**src/core/roi_status_pkg.sv**
```systemverilog
// roi_status_pkg: offsets, field positions, codes and limits of the region
// format and validity status registers.
// assumes: 32-bit quadlet registers, bit 0 of the host view is the msb.
package roi_status_pkg;

  // register offsets from the mode base address
  localparam logic [11:0] OFS_DEPTH = 12'h054;
  localparam logic [11:0] OFS_PHASE = 12'h058;
  localparam logic [11:0] OFS_VALIDITY = 12'h07C;

  // host bit n sits at vector index 31-n
  localparam int FIELD_TOP_MSB = 31;
  localparam int FIELD_TOP_LSB = 24;
  localparam int PRESENCE_POS = 31;
  localparam int SETTING1_POS = 30;
  localparam int REGION_ERR_POS = 23;
  localparam int PACKET_ERR_POS = 22;

  // pixel format codes
  localparam logic [7:0] FMT_GRAY8 = 8'h00;
  localparam logic [7:0] FMT_YUV422 = 8'h02;
  localparam logic [7:0] FMT_GRAY16 = 8'h05;
  localparam logic [7:0] FMT_RAW8 = 8'h09;
  localparam logic [7:0] FMT_RAW16 = 8'h0A;

  // effective depths reported
  localparam logic [7:0] DEPTH_8 = 8'h08;
  localparam logic [7:0] DEPTH_12 = 8'h0C;
  localparam logic [7:0] DEPTH_NONE = 8'h00;

  // bytes carried per pixel for each format
  localparam logic [1:0] BPP_ONE = 2'h1;
  localparam logic [1:0] BPP_TWO = 2'h2;

  // mosaic phase codes
  localparam logic [7:0] PHASE_RGGB = 8'h00;
  localparam logic [7:0] PHASE_GBRG = 8'h01;
  localparam logic [7:0] PHASE_GRBG = 8'h02;
  localparam logic [7:0] PHASE_BGGR = 8'h03;

  // bus speed codes and packet limits
  localparam logic [1:0] SPEED_MAX_CODE = 2'h2;
  localparam logic [15:0] PACKET_BASE_BYTES = 16'h0400;
  localparam logic [33:0] MAX_PACKETS = 34'h0_0000_0FFF;
  localparam logic [15:0] PACKET_ALIGN_MASK = 16'h0003;

  // default sensor size
  localparam logic [15:0] SENSOR_WIDTH = 16'h056C;
  localparam logic [15:0] SENSOR_HEIGHT = 16'h040E;

  // one quadlet access from the link layer
  typedef struct packed {
    logic valid;
    logic write;
    logic [11:0] offset;
    logic [31:0] wdata;
  } reg_req_t;

  // answer to a quadlet access
  typedef struct packed {
    logic ack;
    logic addr_error;
    logic [31:0] rdata;
  } reg_rsp_t;

  // region and format settings held by neighbouring registers
  typedef struct packed {
    logic [1:0] speed;
    logic [15:0] left;
    logic [15:0] top;
    logic [15:0] width;
    logic [15:0] height;
    logic [7:0] pixel_format_select;
  } roi_settings_t;

endpackage

```
**src/core/roi_format_status_registers.sv**
```systemverilog
// roi_format_status_registers: depth inquiry, mosaic phase report and
// setting validity quadlets, plus the gate that holds off image capture.
// assumes: the link layer hands over one quadlet access at a time on
// req_i and takes the answer on rsp_o; settings come from the same clock.
//
// Behaviour
// - depth quadlet top byte shows read-only effective depth from pixel format
// - formats 0 and 9 report 8 bits per pixel
// - format 2 reports 8 bits per component
// - formats 5 and 10 report 12 bits per pixel
// - phase quadlet top byte shows one of four mosaic phases for region
// - phase is meaningful only on colour units, monochrome content is don't-care
// - validity bit 0 is read-only presence, always 1
// - validity bit 1 has no effect and reads zero
// - validity bit 8 flags unacceptable speed, position, size or format
// - validity bit 9 flags bad packet size, updated on each packet size write
// - capture never starts while either error bit is set
// - host bit 0 is the most significant bit of a quadlet
// - a frame needing more than 4095 packets makes the packet size bad
`timescale 1ns/1ps
module roi_format_status_registers #(
  parameter bit COLOR_FILTER = 1'b1,
  parameter logic [15:0] SENSOR_WIDTH = roi_status_pkg::SENSOR_WIDTH,
  parameter logic [15:0] SENSOR_HEIGHT = roi_status_pkg::SENSOR_HEIGHT
) (
  input wire logic clock_i,
  input wire logic rst_i,
  input wire roi_status_pkg::reg_req_t req_i,
  output roi_status_pkg::reg_rsp_t rsp_o,
  input wire roi_status_pkg::roi_settings_t settings_i,
  input wire logic [15:0] packet_size_i,
  input wire logic packet_size_write_i,
  input wire logic capture_request_i,
  output logic capture_start_o,
  output logic capture_refused_o
);

  ////////////////////////////////////////////////////////////////////////////
  // format decode and validity checking

  logic [7:0] depth_comb;
  logic [1:0] bytes_per_pixel;
  logic format_supported;
  logic region_error;
  logic packet_error;

  format_decode u_format_decode (
    .pixel_format_select_i(settings_i.pixel_format_select),
    .depth_o(depth_comb),
    .bytes_per_pixel_o(bytes_per_pixel),
    .supported_o(format_supported)
  );

  setting_checker #(
    .SENSOR_WIDTH(SENSOR_WIDTH),
    .SENSOR_HEIGHT(SENSOR_HEIGHT)
  ) u_setting_checker (
    .clock_i(clock_i),
    .rst_i(rst_i),
    .settings_i(settings_i),
    .bytes_per_pixel_i(bytes_per_pixel),
    .supported_i(format_supported),
    .packet_size_i(packet_size_i),
    .packet_size_write_i(packet_size_write_i),
    .region_error_o(region_error),
    .packet_error_o(packet_error)
  );

  ////////////////////////////////////////////////////////////////////////////
  // status state: depth and phase are registered views of the settings

  logic [7:0] depth;
  logic [7:0] phase;
  logic [7:0] next_depth;
  logic [7:0] next_phase;

  // phase follows the parity of the region origin against an rg/gb sensor
  always_comb begin
    next_depth = depth_comb;
    next_phase = roi_status_pkg::PHASE_RGGB;
    if (COLOR_FILTER) begin
      case ({settings_i.left[0], settings_i.top[0]})
        2'b00: next_phase = roi_status_pkg::PHASE_RGGB;
        2'b01: next_phase = roi_status_pkg::PHASE_GBRG;
        2'b10: next_phase = roi_status_pkg::PHASE_GRBG;
        default: next_phase = roi_status_pkg::PHASE_BGGR;
      endcase
    end
  end

  always_ff @(posedge clock_i) begin
    if (rst_i) begin
      depth <= roi_status_pkg::DEPTH_NONE;
      phase <= roi_status_pkg::PHASE_RGGB;
    end else begin
      depth <= next_depth;
      phase <= next_phase;
    end
  end

  ////////////////////////////////////////////////////////////////////////////
  // quadlet assembly, host bit n lands at index 31-n

  logic [31:0] depth_word;
  logic [31:0] phase_word;
  logic [31:0] validity_word;

  always_comb begin
    depth_word = 32'h0000_0000;
    depth_word[roi_status_pkg::FIELD_TOP_MSB:roi_status_pkg::FIELD_TOP_LSB] = depth;
    phase_word = 32'h0000_0000;
    phase_word[roi_status_pkg::FIELD_TOP_MSB:roi_status_pkg::FIELD_TOP_LSB] = phase;
    validity_word = 32'h0000_0000;
    validity_word[roi_status_pkg::PRESENCE_POS] = 1'b1;
    validity_word[roi_status_pkg::SETTING1_POS] = 1'b0;
    validity_word[roi_status_pkg::REGION_ERR_POS] = region_error;
    validity_word[roi_status_pkg::PACKET_ERR_POS] = packet_error;
  end

  ////////////////////////////////////////////////////////////////////////////
  // register port: every access answered one cycle later

  roi_status_pkg::reg_rsp_t next_rsp;

  // writes are accepted but change nothing, all fields are read only here
  always_comb begin
    next_rsp = '0;
    if (req_i.valid) begin
      next_rsp.ack = 1'b1;
      if (req_i.offset == roi_status_pkg::OFS_DEPTH) begin
        next_rsp.rdata = req_i.write ? 32'h0000_0000 : depth_word;
      end else if (req_i.offset == roi_status_pkg::OFS_PHASE) begin
        next_rsp.rdata = req_i.write ? 32'h0000_0000 : phase_word;
      end else if (req_i.offset == roi_status_pkg::OFS_VALIDITY) begin
        next_rsp.rdata = req_i.write ? 32'h0000_0000 : validity_word;
      end else begin
        next_rsp.addr_error = 1'b1;
      end
    end
  end

  always_ff @(posedge clock_i) begin
    if (rst_i) begin
      rsp_o <= '0;
    end else begin
      rsp_o <= next_rsp;
    end
  end

  ////////////////////////////////////////////////////////////////////////////
  // capture gate

  logic next_capture_start;
  logic next_capture_refused;

  // a request turns into a start only while both error flags are clear
  always_comb begin
    next_capture_start = capture_request_i && !region_error && !packet_error;
    next_capture_refused = capture_request_i && (region_error || packet_error);
  end

  always_ff @(posedge clock_i) begin
    if (rst_i) begin
      capture_start_o <= 1'b0;
      capture_refused_o <= 1'b0;
    end else begin
      capture_start_o <= next_capture_start;
      capture_refused_o <= next_capture_refused;
    end
  end

endmodule // roi_format_status_registers

```
**src/core/format_decode.sv**
```systemverilog
// format_decode: maps the pixel format code to its effective depth and
// the number of bytes each pixel occupies on the bus.
// assumes: purely combinational, registered by the caller.
`timescale 1ns/1ps
module format_decode (
  input wire logic [7:0] pixel_format_select_i,
  output logic [7:0] depth_o,
  output logic [1:0] bytes_per_pixel_o,
  output logic supported_o
);

  // depth table, unknown codes report zero and are flagged unsupported
  always_comb begin
    depth_o = roi_status_pkg::DEPTH_NONE;
    bytes_per_pixel_o = roi_status_pkg::BPP_ONE;
    supported_o = 1'b1;
    case (pixel_format_select_i)
      roi_status_pkg::FMT_GRAY8, roi_status_pkg::FMT_RAW8: begin
        depth_o = roi_status_pkg::DEPTH_8;
      end
      roi_status_pkg::FMT_YUV422: begin
        depth_o = roi_status_pkg::DEPTH_8;
        bytes_per_pixel_o = roi_status_pkg::BPP_TWO;
      end
      roi_status_pkg::FMT_GRAY16, roi_status_pkg::FMT_RAW16: begin
        depth_o = roi_status_pkg::DEPTH_12;
        bytes_per_pixel_o = roi_status_pkg::BPP_TWO;
      end
      default: begin
        supported_o = 1'b0;
      end
    endcase
  end

endmodule // format_decode

```
**src/core/setting_checker.sv**
```systemverilog
// setting_checker: judges the region/format/speed combination every cycle
// and the packet size on each write of the packet size register.
// assumes: settings come from logic on the same clock.
`timescale 1ns/1ps
module setting_checker #(
  parameter logic [15:0] SENSOR_WIDTH = roi_status_pkg::SENSOR_WIDTH,
  parameter logic [15:0] SENSOR_HEIGHT = roi_status_pkg::SENSOR_HEIGHT
) (
  input wire logic clock_i,
  input wire logic rst_i,
  input wire roi_status_pkg::roi_settings_t settings_i,
  input wire logic [1:0] bytes_per_pixel_i,
  input wire logic supported_i,
  input wire logic [15:0] packet_size_i,
  input wire logic packet_size_write_i,
  output logic region_error_o,
  output logic packet_error_o
);

  logic next_region_error;
  logic next_packet_error;
  logic [16:0] right_edge;
  logic [16:0] bottom_edge;
  logic [15:0] speed_limit;
  logic [33:0] frame_bytes;
  logic [33:0] frame_capacity;

  // region must sit inside the sensor, speed and format must be known
  always_comb begin
    right_edge = {1'b0, settings_i.left} + {1'b0, settings_i.width};
    bottom_edge = {1'b0, settings_i.top} + {1'b0, settings_i.height};
    speed_limit = roi_status_pkg::PACKET_BASE_BYTES << settings_i.speed;
    // widen before multiplying so the pixel count of a full frame is not cut to 16 bits
    frame_bytes = 34'(settings_i.width) * 34'(settings_i.height) * 34'(bytes_per_pixel_i);
    frame_capacity = roi_status_pkg::MAX_PACKETS * 34'(packet_size_i);
    next_region_error = (settings_i.speed > roi_status_pkg::SPEED_MAX_CODE)
                     || !supported_i
                     || (settings_i.width == 16'h0000)
                     || (settings_i.height == 16'h0000)
                     || (right_edge > {1'b0, SENSOR_WIDTH})
                     || (bottom_edge > {1'b0, SENSOR_HEIGHT});
    next_packet_error = packet_error_o;
    if (packet_size_write_i) begin
      next_packet_error = (packet_size_i == 16'h0000)
                       || ((packet_size_i & roi_status_pkg::PACKET_ALIGN_MASK) != 16'h0000)
                       || (packet_size_i > speed_limit)
                       || (frame_bytes > frame_capacity);
    end
  end

  // flags are registered so the status word is glitch free
  always_ff @(posedge clock_i) begin
    if (rst_i) begin
      region_error_o <= 1'b0;
      packet_error_o <= 1'b0;
    end else begin
      region_error_o <= next_region_error;
      packet_error_o <= next_packet_error;
    end
  end

endmodule // setting_checker

```
**config.mk**
```make
export PLATFORM = sky130hd
export DESIGN_NAME = roi_format_status_registers
export DESIGN_NICKNAME = d
export VERILOG_FILES = /design/src/core/roi_status_pkg.sv /design/src/core/roi_format_status_registers.sv /design/src/core/format_decode.sv /design/src/core/setting_checker.sv
export SDC_FILE = /design/constraint.sdc
export NUM_CORES = 1
export LEC_CHECK = 0
export ABC_AREA = 0
export BUFFER_PORTS_ARGS = -buffer_cell sky130_fd_sc_hd__buf_4
export CAP_MARGIN = 20
export CORE_UTILIZATION = 45
export DETAILED_ROUTE_END_ITERATION = 16
export GPL_TIMING_DRIVEN = 0
export PLACE_DENSITY = 0.7
export SYNTH_ARGS = -nofsm -noshare
export SYNTH_HDL_FRONTEND = slang
export SYNTH_SLANG_ARGS = --single-unit
```
**constraint.sdc**
```tcl
create_clock -name clock_i -period 10.9 [get_ports clock_i]
set_clock_uncertainty 0.05 [all_clocks]
set_input_delay 3.27 -clock clock_i [delete_from_list [all_inputs] [get_ports clock_i]]
set_output_delay 3.27 -clock clock_i [all_outputs]
set_load 0.01 [all_outputs]
```
==> key figures, run 1 <==
CTS
  • Clock-pin slew of the registers on the worst-case setup and hold paths: 0.05 ns
  • Number of hold buffers added after CTS: 0
  • Count of clock tree sinks: 17
  • CTS H-Tree Depth: 1
  • TritonCTS clock tree: done
  • TritonCTS Buffers: 3
  • CTS Root Cell: clkbuf_16
  • Maximum number of buffers from clock root to sink: 2
  • Skew-Pair Late Insertion Delay: 0.25 ns

Setup path
  • Crit. End Element: register
  • Crit-path leading delay family: adder cells
  • Number of buffers and inverters on the critical path: 8
  • Highest cell delay on the worst timing path: 0.57 ns
  • Master of the slowest instance on the critical path: fa_1
  • Slack of the worst reg-to-reg path: 9.56 ns
  • Worst Path Class, Setup: in -> reg
  • Crit path required time: 10.96 ns
  • Most used cell along the critical path: fa_1
  • Data arrival time of the critical path: 11.07 ns
  • Kind of launch point of the worst setup path: primary input
  • Top fanout value on the critical path: 10

Placement
  • GP Congestion: 0.970
  • Detailed Place HPWL: 37500 µm
  • Number of port buffers: 118
  • Placed Area: 0.0184 mm²

GRT
  • Antenna violations before repair: 0
  • Global route total overflow: 0
  • Pin count of the biggest net entering global routing: 11
  • Via count of the first global-routing pass: 15000
  • All-Layer GR Usage: 24.5%
  • First-pass GRT wire length: 75500 µm

Timing
  • Clock period minus final worst setup slack: 11.01 ns
  • Least setup slack across all paths after layout: -0.110 ns
  • FMAX: 0.0908 GHz
  • Final setup vio count: 1
  • Portion of the clock cycle consumed by the worst path in the final layout: 101%
  • Hold violation count in the final report: 0
  • Worst-case headroom to the max-slew limit: 50.5%
  • Number of slew-limit violations in the final report: 0
  • Least-Margin Pin Slew: 0.736 ns
  • Unrepaired setup endpoints after global routing: true

Final layout
  • Layout cells sized above 1: 15.3%
  • Number of inserted filler cells in the final layout: 3306
  • Layout Area Growth over Synthesis: 18.0%
  • Highest-count cells in the layout ignoring fill and taps: inv_1, fa_1, ha_1, nand2_1, buf_4
  • Layout Cell Area excl Fill: 0.0198 mm²
  • Number of nets in the layout: 2850
  • Antenna Diode Count: 0
  • Most common library cell in the layout ignoring fill and taps: inv_1

Hold path
  • Worst min path class: reg -> reg

Drt
  • Overall routed net length: 45600 µm
  • Total number of vias: 14300
  • Iteration count of the initial detailed-routing pass: 5
  • Vias per Instance: 5.40
  • Initial DRC Count: 783
  • Post-detailed-route wirelength per cell: 17.2 µm
  • Post-route DRC: 0
  • Number of antenna-violating nets in the routed design: 0

Floorplanning
  • Initial cell density of the core: 45.8%
  • Ports placed on the boundary: 176
  • FP Rows: 70
  • Total core area: 0.0367 mm²
  • Chip width: 195 µm
  • DIE AREA: 0.0381 mm²
  • Die H: 195 µm

Logic synthesis
  • Proportion of register bits with asynchronous set or reset after synthesis: 0%
  • Yosys cell types: 78
  • Number of synthesis warnings: 0
  • Synthesized area: 0.0168 mm²
  • Number of cells produced by synthesis: 1983
  • FF+latch count, synth: 17
  • Sequential fraction of the synthesis area: 2.02%
  • Dominant synthesized flop cell: dfxtp_1
  • Count of flip-flops with a built-in enable after synthesis: 0
  • Synth Area per Inst: 8.48 µm²

Outcome
  • Status: complete, but fails checks
  • Violations in the final reports: setup timing

Flow run
  • Max Cap Viol: 0
## cells by family (layout without fill, tap and decap cells)
| kind of cell | Yosys count | in the layout | synth area share [%] |
|---|---|---|---|
| compound gates | 311 | 311 | 12.6 |
| xor+xnor | 65 | 65 | 3.39 |
| fa+ha+maj | 532 | 532 | 52.7 |
| buf+inv | 447 | 616 | 10.6 |
| flops | 17 | 17 | 2.02 |
| mux | 10 | 10 | 0.618 |
| other cells | 1 | 26 | 0.0223 |
| simple gates | 600 | 600 | 18.1 |
## area by class of cell
type	count	area [µm²]	share of cell area, %
Clock buffer	3	75.1	0.379
Timing Repair Buffer	173	1450	7.30
Multi-Input combinational cell	1544	15200	76.5
Sequential cell	17	340	1.72
Tap cell	468	586	2.95
Clock inverter	1	5.00	0.0252
Buffer	69	813	4.10
Inverter	370	1390	7.00
## final timing paths
kind,from,to,cells past startpoint
min reg2reg,depth[3],rsp_o[27],1
max,settings_i[13],u_setting_checker.packet_error_o,32
min,depth[3],rsp_o[27],1
max reg2reg,u_setting_checker.packet_error_o,u_setting_checker.packet_error_o,2
## registers in the layout, summed over array words and instances, names as in the netlist
name,flops
rsp_o,9
depth,2
phase,2
capture_refused_o,1
capture_start_o,1
u_setting_checker.packet_error_o,1
u_setting_checker.region_error_o,1
## metrics by stage
stage | hold slack [ns] | instances | utilization (%) | setup slack, ns | TNS (ns)
5_1_grt | 0.397 | 2645 | 54.0 | -0.371 | -0.371
6_report | 0.372 | 2645 | 54.0 | -0.110 | -0.110
2_1_floorplan | 0.356 | 2008 | - | 0.0503 | 0
3_3_place_gp | 0.359 | 2594 | 50.2 | -1.54 | -1.54
4_1_cts | 0.374 | 2638 | 53.6 | -0.0208 | -0.0208
3_5_place_dp | 0.362 | 2594 | 50.2 | -1.64 | -1.64
## Yosys cell counts, drive strengths merged, types with 24 or more instances
cell | n | area share [%]
ha | 238 | 18
a21oi | 79 | 2.4
xnor2 | 40 | 2.1
nand2 | 214 | 4.8
nor2 | 70 | 1.6
and2 | 124 | 4.6
buf | 27 | 1.2
nand3 | 33 | 1.0
a21o | 24 | 1.1
o21ai | 56 | 1.7
inv | 370 | 8.3
fa | 294 | 35
clkbuf | 50 | 1.1
nor3 | 27 | 0.80
xor2 | 25 | 1.3
## per-layer routing
metal | GRT usage [%] | part of all wire (%) | vias up
li1 | - | - | 6808
met1 | 31.6 | 42 | 6935
met2 | 43.9 | 49 | 480
met3 | 3.06 | 6.5 | 62
met4 | 5.19 | 2.2 | 0
met5 | 0 | 0 | -
## worst reg2reg max path, delay by kind of cell (launching register included)
kind,cells,cell delay [ns]
compound gates,2,0.74
flops,1,0.34
## timing repair
action | 4_1_cts | 5_1_grt
cloned | 0 | 0
gates resized for setup | 193 | 32
pin swaps | 66 | 29
setup buffers | 47 | 8
endpoints found under the setup margin | 1 | 1
Power of run 1 is not shown: default switching activity piles up to over one toggle a cycle in this logic, so the estimate is an artifact.
==> run 2: changes to the inputs <==
SYNTH_HIERARCHICAL = 1   (was not set)
==> run 2 against run 1 <==
The run still ends with setup timing left; global-route usage decreased by 0.80 points; worst hold slack worse by 0.0057 ns; final cell count rose by 4.7%; register-to-register slack better by 0.57 ns; die area is 5.9% higher; clock-buffer cell count unchanged; non-clock buffer count decreased by 18; sequential share of layout area increased by 0.80 points; synthesized area is 6.0% higher; largest cell class unchanged.
==> key figures, run 2 <==
Logic synthesis
  • Yosys cell types: 85 (+9.0%)
  • Top-area cell type share of the netlist area: 33.1% (-1.9 points)
  • Count of flip-flops with a built-in enable after synthesis: 0 (unchanged)
  • Synth cell count leaders: inv_1, fa_1, ha_1
  • Top cells by area in the synthesized netlist: fa_1, ha_1, inv_1
  • Sequential fraction of the synthesis area: 2.92% (+0.90 points)
  • Number of synthesis warnings: 6 (+6)
  • Dominant synthesized flop cell: dfxtp_1
  • Synthesized area: 0.0178 mm² (+6.0%)
  • FF+latch count, synth: 26 (+9)
  • Top cell type by total area after synthesis: fa_1
  • Proportion of register bits with asynchronous set or reset after synthesis: 0% (unchanged)
  • Synth Area per Inst: 8.59 µm² (+1.3%)
  • Number of cells produced by synthesis: 2075 (+4.6%)
  • Dominant cell by count in the synthesized netlist: inv_1

Final layout
  • Biggest regs: rsp_o (12), depth (8), phase (2)
  • Layout Area Growth over Synthesis: 16.1%
  • Register containing the most flip-flops in the final layout: rsp_o
  • Number of inserted filler cells in the final layout: 3549 (+7.4%)
  • Highest-count cells in the layout ignoring fill and taps: inv_1, fa_1, ha_1, nand2_1, buf_4
  • Layout cells sized above 1: 14.2% (-1.1 points)
  • Most common library cell in the layout ignoring fill and taps: inv_1
  • Flip-flop count of the largest register after layout: 12 (+3)
  • Number of nets in the layout: 2953 (+3.6%)
  • Layout Cell Area excl Fill: 0.0207 mm² (+4.3%)

GRT
  • Via count of the first global-routing pass: 15400 (+2.8%)
  • Pin count of the biggest net entering global routing: 16 (+5)
  • Global route total overflow: 0 (unchanged)
  • Antenna violations before repair: 1 (+1)
  • All-Layer GR Usage: 23.7% (-0.80 points)
  • First-pass GRT wire length: 78300 µm (+3.8%)

Timing
  • Portion of the clock cycle consumed by the worst path in the final layout: 109% (+7.9 points)
  • Final setup vio count: 1 (unchanged)
  • Unrepaired setup endpoints after global routing: true
  • Least setup slack across all paths after layout: -0.970 ns (-0.860 ns)
  • FMAX: 0.0842 GHz (-7.2%)
  • Hold violation count in the final report: 0 (unchanged)
  • Number of slew-limit violations in the final report: 0 (unchanged)
  • Clock period minus final worst setup slack: 11.87 ns (+0.860 ns)
  • Least-Margin Pin Slew: 0.765 ns (+0.0290 ns)
  • Worst-case headroom to the max-slew limit: 49.0% (-1.5 points)

Setup path
  • Data arrival time of the critical path: 11.95 ns (+0.88 ns)
  • Top fanout value on the critical path: 10 (unchanged)
  • Kind of launch point of the worst setup path: primary input
  • Master of the slowest instance on the critical path: fa_1
  • Most used cell along the critical path: fa_1
  • Highest cell delay on the worst timing path: 0.54 ns (-0.03 ns)
  • Worst Path Class, Setup: in -> reg
  • Crit. End Element: register
  • Crit path required time: 10.98 ns (+0.02 ns)
  • Slack of the worst reg-to-reg path: 10.13 ns (+0.57 ns)

Drt
  • Vias per Instance: 5.37 (-0.60%)
  • Post-detailed-route wirelength per cell: 17.1 µm (-0.76%)
  • Overall routed net length: 47300 µm (+3.9%)
  • Initial DRC Count: 1024 (+31%)
  • Iteration count of the initial detailed-routing pass: 5 (unchanged)
  • Total number of vias: 14900 (+4.1%)
  • Number of antenna-violating nets in the routed design: 0 (unchanged)
  • Post-route DRC: 0 (unchanged)

Hold path
  • Worst min path class: reg -> reg

Placement
  • Post-placement setup slack: -2.12 ns (-0.484 ns)
  • Detailed Place HPWL: 40000 µm (+6.6%)
  • GP Congestion: 0.934 (-3.7%)
  • Number of port buffers: 121 (+2.5%)
  • Placed Area: 0.0198 mm² (+7.5%)

CTS
  • Clock-pin slew of the registers on the worst-case setup and hold paths: 0.06 ns (about the same)
  • TritonCTS clock tree: done
  • TritonCTS Buffers: 3 (unchanged)
  • CTS Root Cell: clkbuf_16
  • Maximum number of buffers from clock root to sink: 2 (unchanged)
  • Number of hold buffers added after CTS: 0 (unchanged)
  • Count of clock tree sinks: 26 (+9)
  • Skew-Pair Late Insertion Delay: 0.26 ns (about the same)
  • CTS H-Tree Depth: 1 (unchanged)

Floorplanning
  • FP Rows: 72 (+2.9%)
  • Initial cell density of the core: 45.9% (+0.085 points)
  • Ports placed on the boundary: 176 (unchanged)
  • Die H: 201 µm (+2.9%)
  • DIE AREA: 0.0404 mm² (+5.9%)
  • Total core area: 0.0388 mm² (+5.8%)
  • Chip width: 201 µm (+2.9%)

Outcome
  • Violations in the final reports: setup timing
  • Status: complete, but fails checks

Flow run
  • Max Cap Viol: 0 (unchanged)
-- run 2: cell count changes in the layout (fill, tap and decap cells not counted), moves of 12 or more --
| cell | delta |
|---|---|
| o21ai_0 | -26 |
| a21o_1 | +39 |
| ha_1 | +21 |
| and2_1 | +40 |
| nand2b_1 | -12 |
| xnor2_1 | +19 |
| nor2b_1 | +18 |
| nand2_1 | -12 |
| buf_4 | -18 |
-- run 2: repair_timing --
action                     4_1_cts  5_1_grt
setup endpoints to repair        1        1
setup buffers                   12       14
pin swaps                       29       55
gates cloned                     0        1
gates resized for setup         76       57
-- run 2: cells by family (layout without fill, tap and decap cells) --
logic type | after synthesis | after routing | synth area share [%]
AOI/OAI and AO/OA | 327 | 327 | 12.6
xor gates and xnor gates | 86 | 86 | 4.23
adders and majority gates | 561 | 561 | 51.8
buffers and inverters | 437 | 587 | 9.80
DFF | 26 | 26 | 2.92
muxes | 3 | 3 | 0.169
other | 2 | 29 | 0.0422
and+or+nand+nor | 633 | 633 | 18.4
-- run 2: critical path, delay by kind of cell --
kind,cells,cell delay [ns]
compound gates,14,2.54
xor+xnor,2,0.27
simple gates,6,1.02
buf+inv,8,1.02
fa+ha+maj,9,3.79
-- run 2: path summary, 6_finish.rpt --
kind                                                       start                                to  cells after the start
worst min-delay path                                    depth[5]                         rsp_o[29]                      2
worst min register to register                          depth[5]                         rsp_o[29]                      2
worst max-delay path                              settings_i[36]  u_setting_checker/packet_error_o                     39
worst max register to register  u_setting_checker/region_error_o                         rsp_o[23]                      2
-- run 2: through the flow --
stage          instances  setup TNS (ns)  hold slack [ns]  util (%)
6_report            2770          -0.970            0.366      53.3
5_1_grt             2770           -1.16            0.385      53.3
4_1_cts             2756          -0.956            0.370      52.5
3_5_place_dp        2740           -2.12            0.361      51.0
3_3_place_gp        2740           -2.16            0.361      51.0
2_1_floorplan       2101         -0.0550            0.347         -
-- run 2: cell type report --
type / instances / area, µm² / area share (%)
Clock buffer: 3 / 75.1 / 0.363
Multi-Input combinational cell: 1638 / 16100 / 77.9
Antenna cell: 1 / 2.50 / 0.0121
Timing Repair Buffer: 148 / 1190 / 5.77
Inverter: 359 / 1350 / 6.51
Tap cell: 518 / 648 / 3.13
Buffer: 76 / 763 / 3.69
Sequential cell: 26 / 520 / 2.52
Clock inverter: 1 / 30.0 / 0.145
-- run 2: routing by layer --
layer	global-route usage (%)	vias up	wire length, µm
li1	-	7066	-
met1	31.0	7258	19900
met5	0	-	0
met3	2.37	92	2660
met2	41.6	455	23200
met4	6.49	0	1610
Power of run 2 is left out for the same reason.
==> run 3: changes to the inputs <==
HOLD_SLACK_MARGIN = 0.15   (was not set)
PLACE_DENSITY = 0.67   (was 0.7)
clock period = 13.6 ns   (was 10.9 ns; I/O delays follow)
==> run 3 against run 2 <==
The flow now finishes without violations; global-route usage fell by 0.66 points; non-clock buffer count fell by 36; clock-buffer cell count rose by 1; sequential share of layout area rose by 0.14 points; first-iteration DRC count fell by 6.1%; register-to-register slack improved by 2.7 ns; final cell count fell by 1.3%; critical path depth rose by 1; via count fell by 2.7%; setup slack improved by 1.4 ns; largest cell class unchanged; highest routed layer unchanged.
==> key figures, run 3 (synthesis results as in run 2) <==
Drt
  • Initial DRC Count: 962 (-6.1%)
  • Number of antenna-violating nets in the routed design: 0 (unchanged)
  • Vias per Instance: 5.30 (-1.3%)
  • Post-route DRC: 0 (unchanged)
  • Post-detailed-route wirelength per cell: 16.3 µm (-4.5%)
  • Iteration count of the initial detailed-routing pass: 5 (unchanged)
  • Overall routed net length: 44600 µm (-5.8%)
  • Total number of vias: 14500 (-2.7%)

Final layout
  • Layout Cell Area excl Fill: 0.0196 mm² (-5.3%)
  • Register containing the most flip-flops in the final layout: rsp_o
  • Flip-flop count of the largest register after layout: 12 (unchanged)
  • Final cell count without fillers: 2733 (-1.3%)
  • Biggest regs: rsp_o (12), depth (8), phase (2)
  • Sequential standard cell area: 520 µm² (unchanged)
  • Highest-count cells in the layout ignoring fill and taps: inv_1, fa_1, ha_1, nand2_1, and2_1
  • Most common library cell in the layout ignoring fill and taps: inv_1
  • Number of inserted filler cells in the final layout: 3739 (+5.4%)
  • Number of nets in the layout: 2917 (-1.2%)
  • Layout Area Growth over Synthesis: 10.0%
  • Antenna Diode Count: 0 (-1)
  • Multi-input combinational cell area: 0.0157 mm² (-2.6%)
  • Layout cells sized above 1: 9.16% (-5.1 points)

CTS
  • Clock-pin slew of the registers on the worst-case setup and hold paths: 0.06 ns (about the same)
  • Maximum number of buffers from clock root to sink: 2 (unchanged)
  • Skew-Pair Late Insertion Delay: 0.26 ns (about the same)
  • TritonCTS Buffers: 3 (unchanged)
  • CTS Root Cell: clkbuf_16
  • Count of clock tree sinks: 26 (unchanged)
  • CTS H-Tree Depth: 1 (unchanged)
  • TritonCTS clock tree: done

Setup path
  • Most used cell along the critical path: fa_1
  • Kind of launch point of the worst setup path: primary input
  • Top fanout value on the critical path: 10 (unchanged)
  • Master of the slowest instance on the critical path: fa_1
  • Crit path required time: 13.69 ns (+2.71 ns)
  • Crit. End Element: register
  • Highest cell delay on the worst timing path: 0.58 ns (+0.04 ns)
  • Data arrival time of the critical path: 13.25 ns (+1.30 ns)
  • Worst Path Class, Setup: in -> reg

Floorplanning
  • DIE AREA: 0.0404 mm² (unchanged)
  • Chip width: 201 µm (unchanged)
  • Die H: 201 µm (unchanged)
  • Total core area: 0.0388 mm² (unchanged)
  • Ports placed on the boundary: 176 (unchanged)
  • FP Rows: 72 (unchanged)
  • Initial cell density of the core: 45.9% (unchanged)

Timing
  • Final TNS setup: 0 ns (+0.970 ns)
  • Portion of the clock cycle consumed by the worst path in the final layout: 96.8%
  • Hold violation count in the final report: 0 (unchanged)
  • Least-Margin Pin Slew: 0.837 ns (+0.0717 ns)
  • FMAX: 0.0760 GHz
  • Number of slew-limit violations in the final report: 0 (unchanged)
  • Worst hold slack across all endpoints: 0.368 ns (+0.00238 ns)
  • Final setup vio count: 0 (-1)
  • Clock period minus final worst setup slack: 13.16 ns
  • Unrepaired setup endpoints after global routing: false
  • Worst-case headroom to the max-slew limit: 42.8% (-6.2 points)

Placement
  • Number of port buffers: 121 (unchanged)
  • Placed Area: 0.0195 mm² (-1.7%)
  • GP Congestion: 0.914 (-2.2%)
  • Detailed Place HPWL: 38600 µm (-3.5%)
  • Placed Instances: 2740 (unchanged)

GRT
  • Via count of the first global-routing pass: 15400 (-0.019%)
  • All-Layer GR Usage: 23.1% (-0.66 points)
  • Global route total overflow: 0 (unchanged)
  • First-pass GRT wire length: 76100 µm (-2.8%)
  • Pin count of the biggest net entering global routing: 19 (+3)
  • Antenna violations before repair: 0 (-1)

Outcome
  • Status: finished clean

Flow run
  • Max Cap Viol: 0 (unchanged)

Hold path
  • Worst min path class: reg -> reg
-- run 3: changes by cell type in the layout (fill, tap and decap cells not counted), moves of 11 or more --
cell    before  now
ha_4        14    0
and2_1     158  170
ha_1       250  266
and2_4      13    0
buf_4      164  153
-- run 3: final timing paths --
path / startpoint / end / slack, ns / depth (start not counted)
hold / removal: depth[3] / rsp_o[27] / 0.37 / 2
setup reg to reg: u_setting_checker/packet_error_o / rsp_o[22] / 12.82 / 2
hold reg to reg: depth[3] / rsp_o[27] / 0.37 / 2
setup / recovery: settings_i[10] / u_setting_checker/packet_error_o / 0.44 / 40
-- run 3: metrics by stage --
stage	util, %	setup WS, ns
5_1_grt	50.5	0.0156
3_5_place_dp	50.1	-0.528
3_3_place_gp	50.1	-0.441
2_1_floorplan	-	0.931
4_1_cts	50.4	0.000377
6_report	50.5	0.439
-- run 3: layer usage --
layer | part of all wire (%) | up-vias | track usage [%]
met5 | 0 | - | 0
met4 | 2.7 | 0 | 6.65
met3 | 5.2 | 57 | 2.52
met2 | 49 | 421 | 40.7
met1 | 43 | 7015 | 29.6
li1 | - | 6983 | -
-- run 3: area by class of cell --
class                   count  share of cell area, %
repair buffers            121                   4.63
well taps                 518                   3.31
multi-input cells        1638                   80.0
plain buffers              67                   2.03
inverters                 359                   6.87
clock buffers               4                  0.453
flip-flops and latches     26                   2.66
-- run 3: repair_timing --
item,CTS,global route
setup buffers,0,0
setup endpoints to repair,1,1
hold buffers,0,0
resized for setup,1,64
-- run 3: critical path: cells and delay by family --
kind	cells	cell delay [ns]
fa+ha+maj	9	4.17
compound gates	15	2.59
simple gates	9	1.55
buf+inv	5	0.63
xor+xnor	2	0.20
Power of run 3 is left out for the same reason.
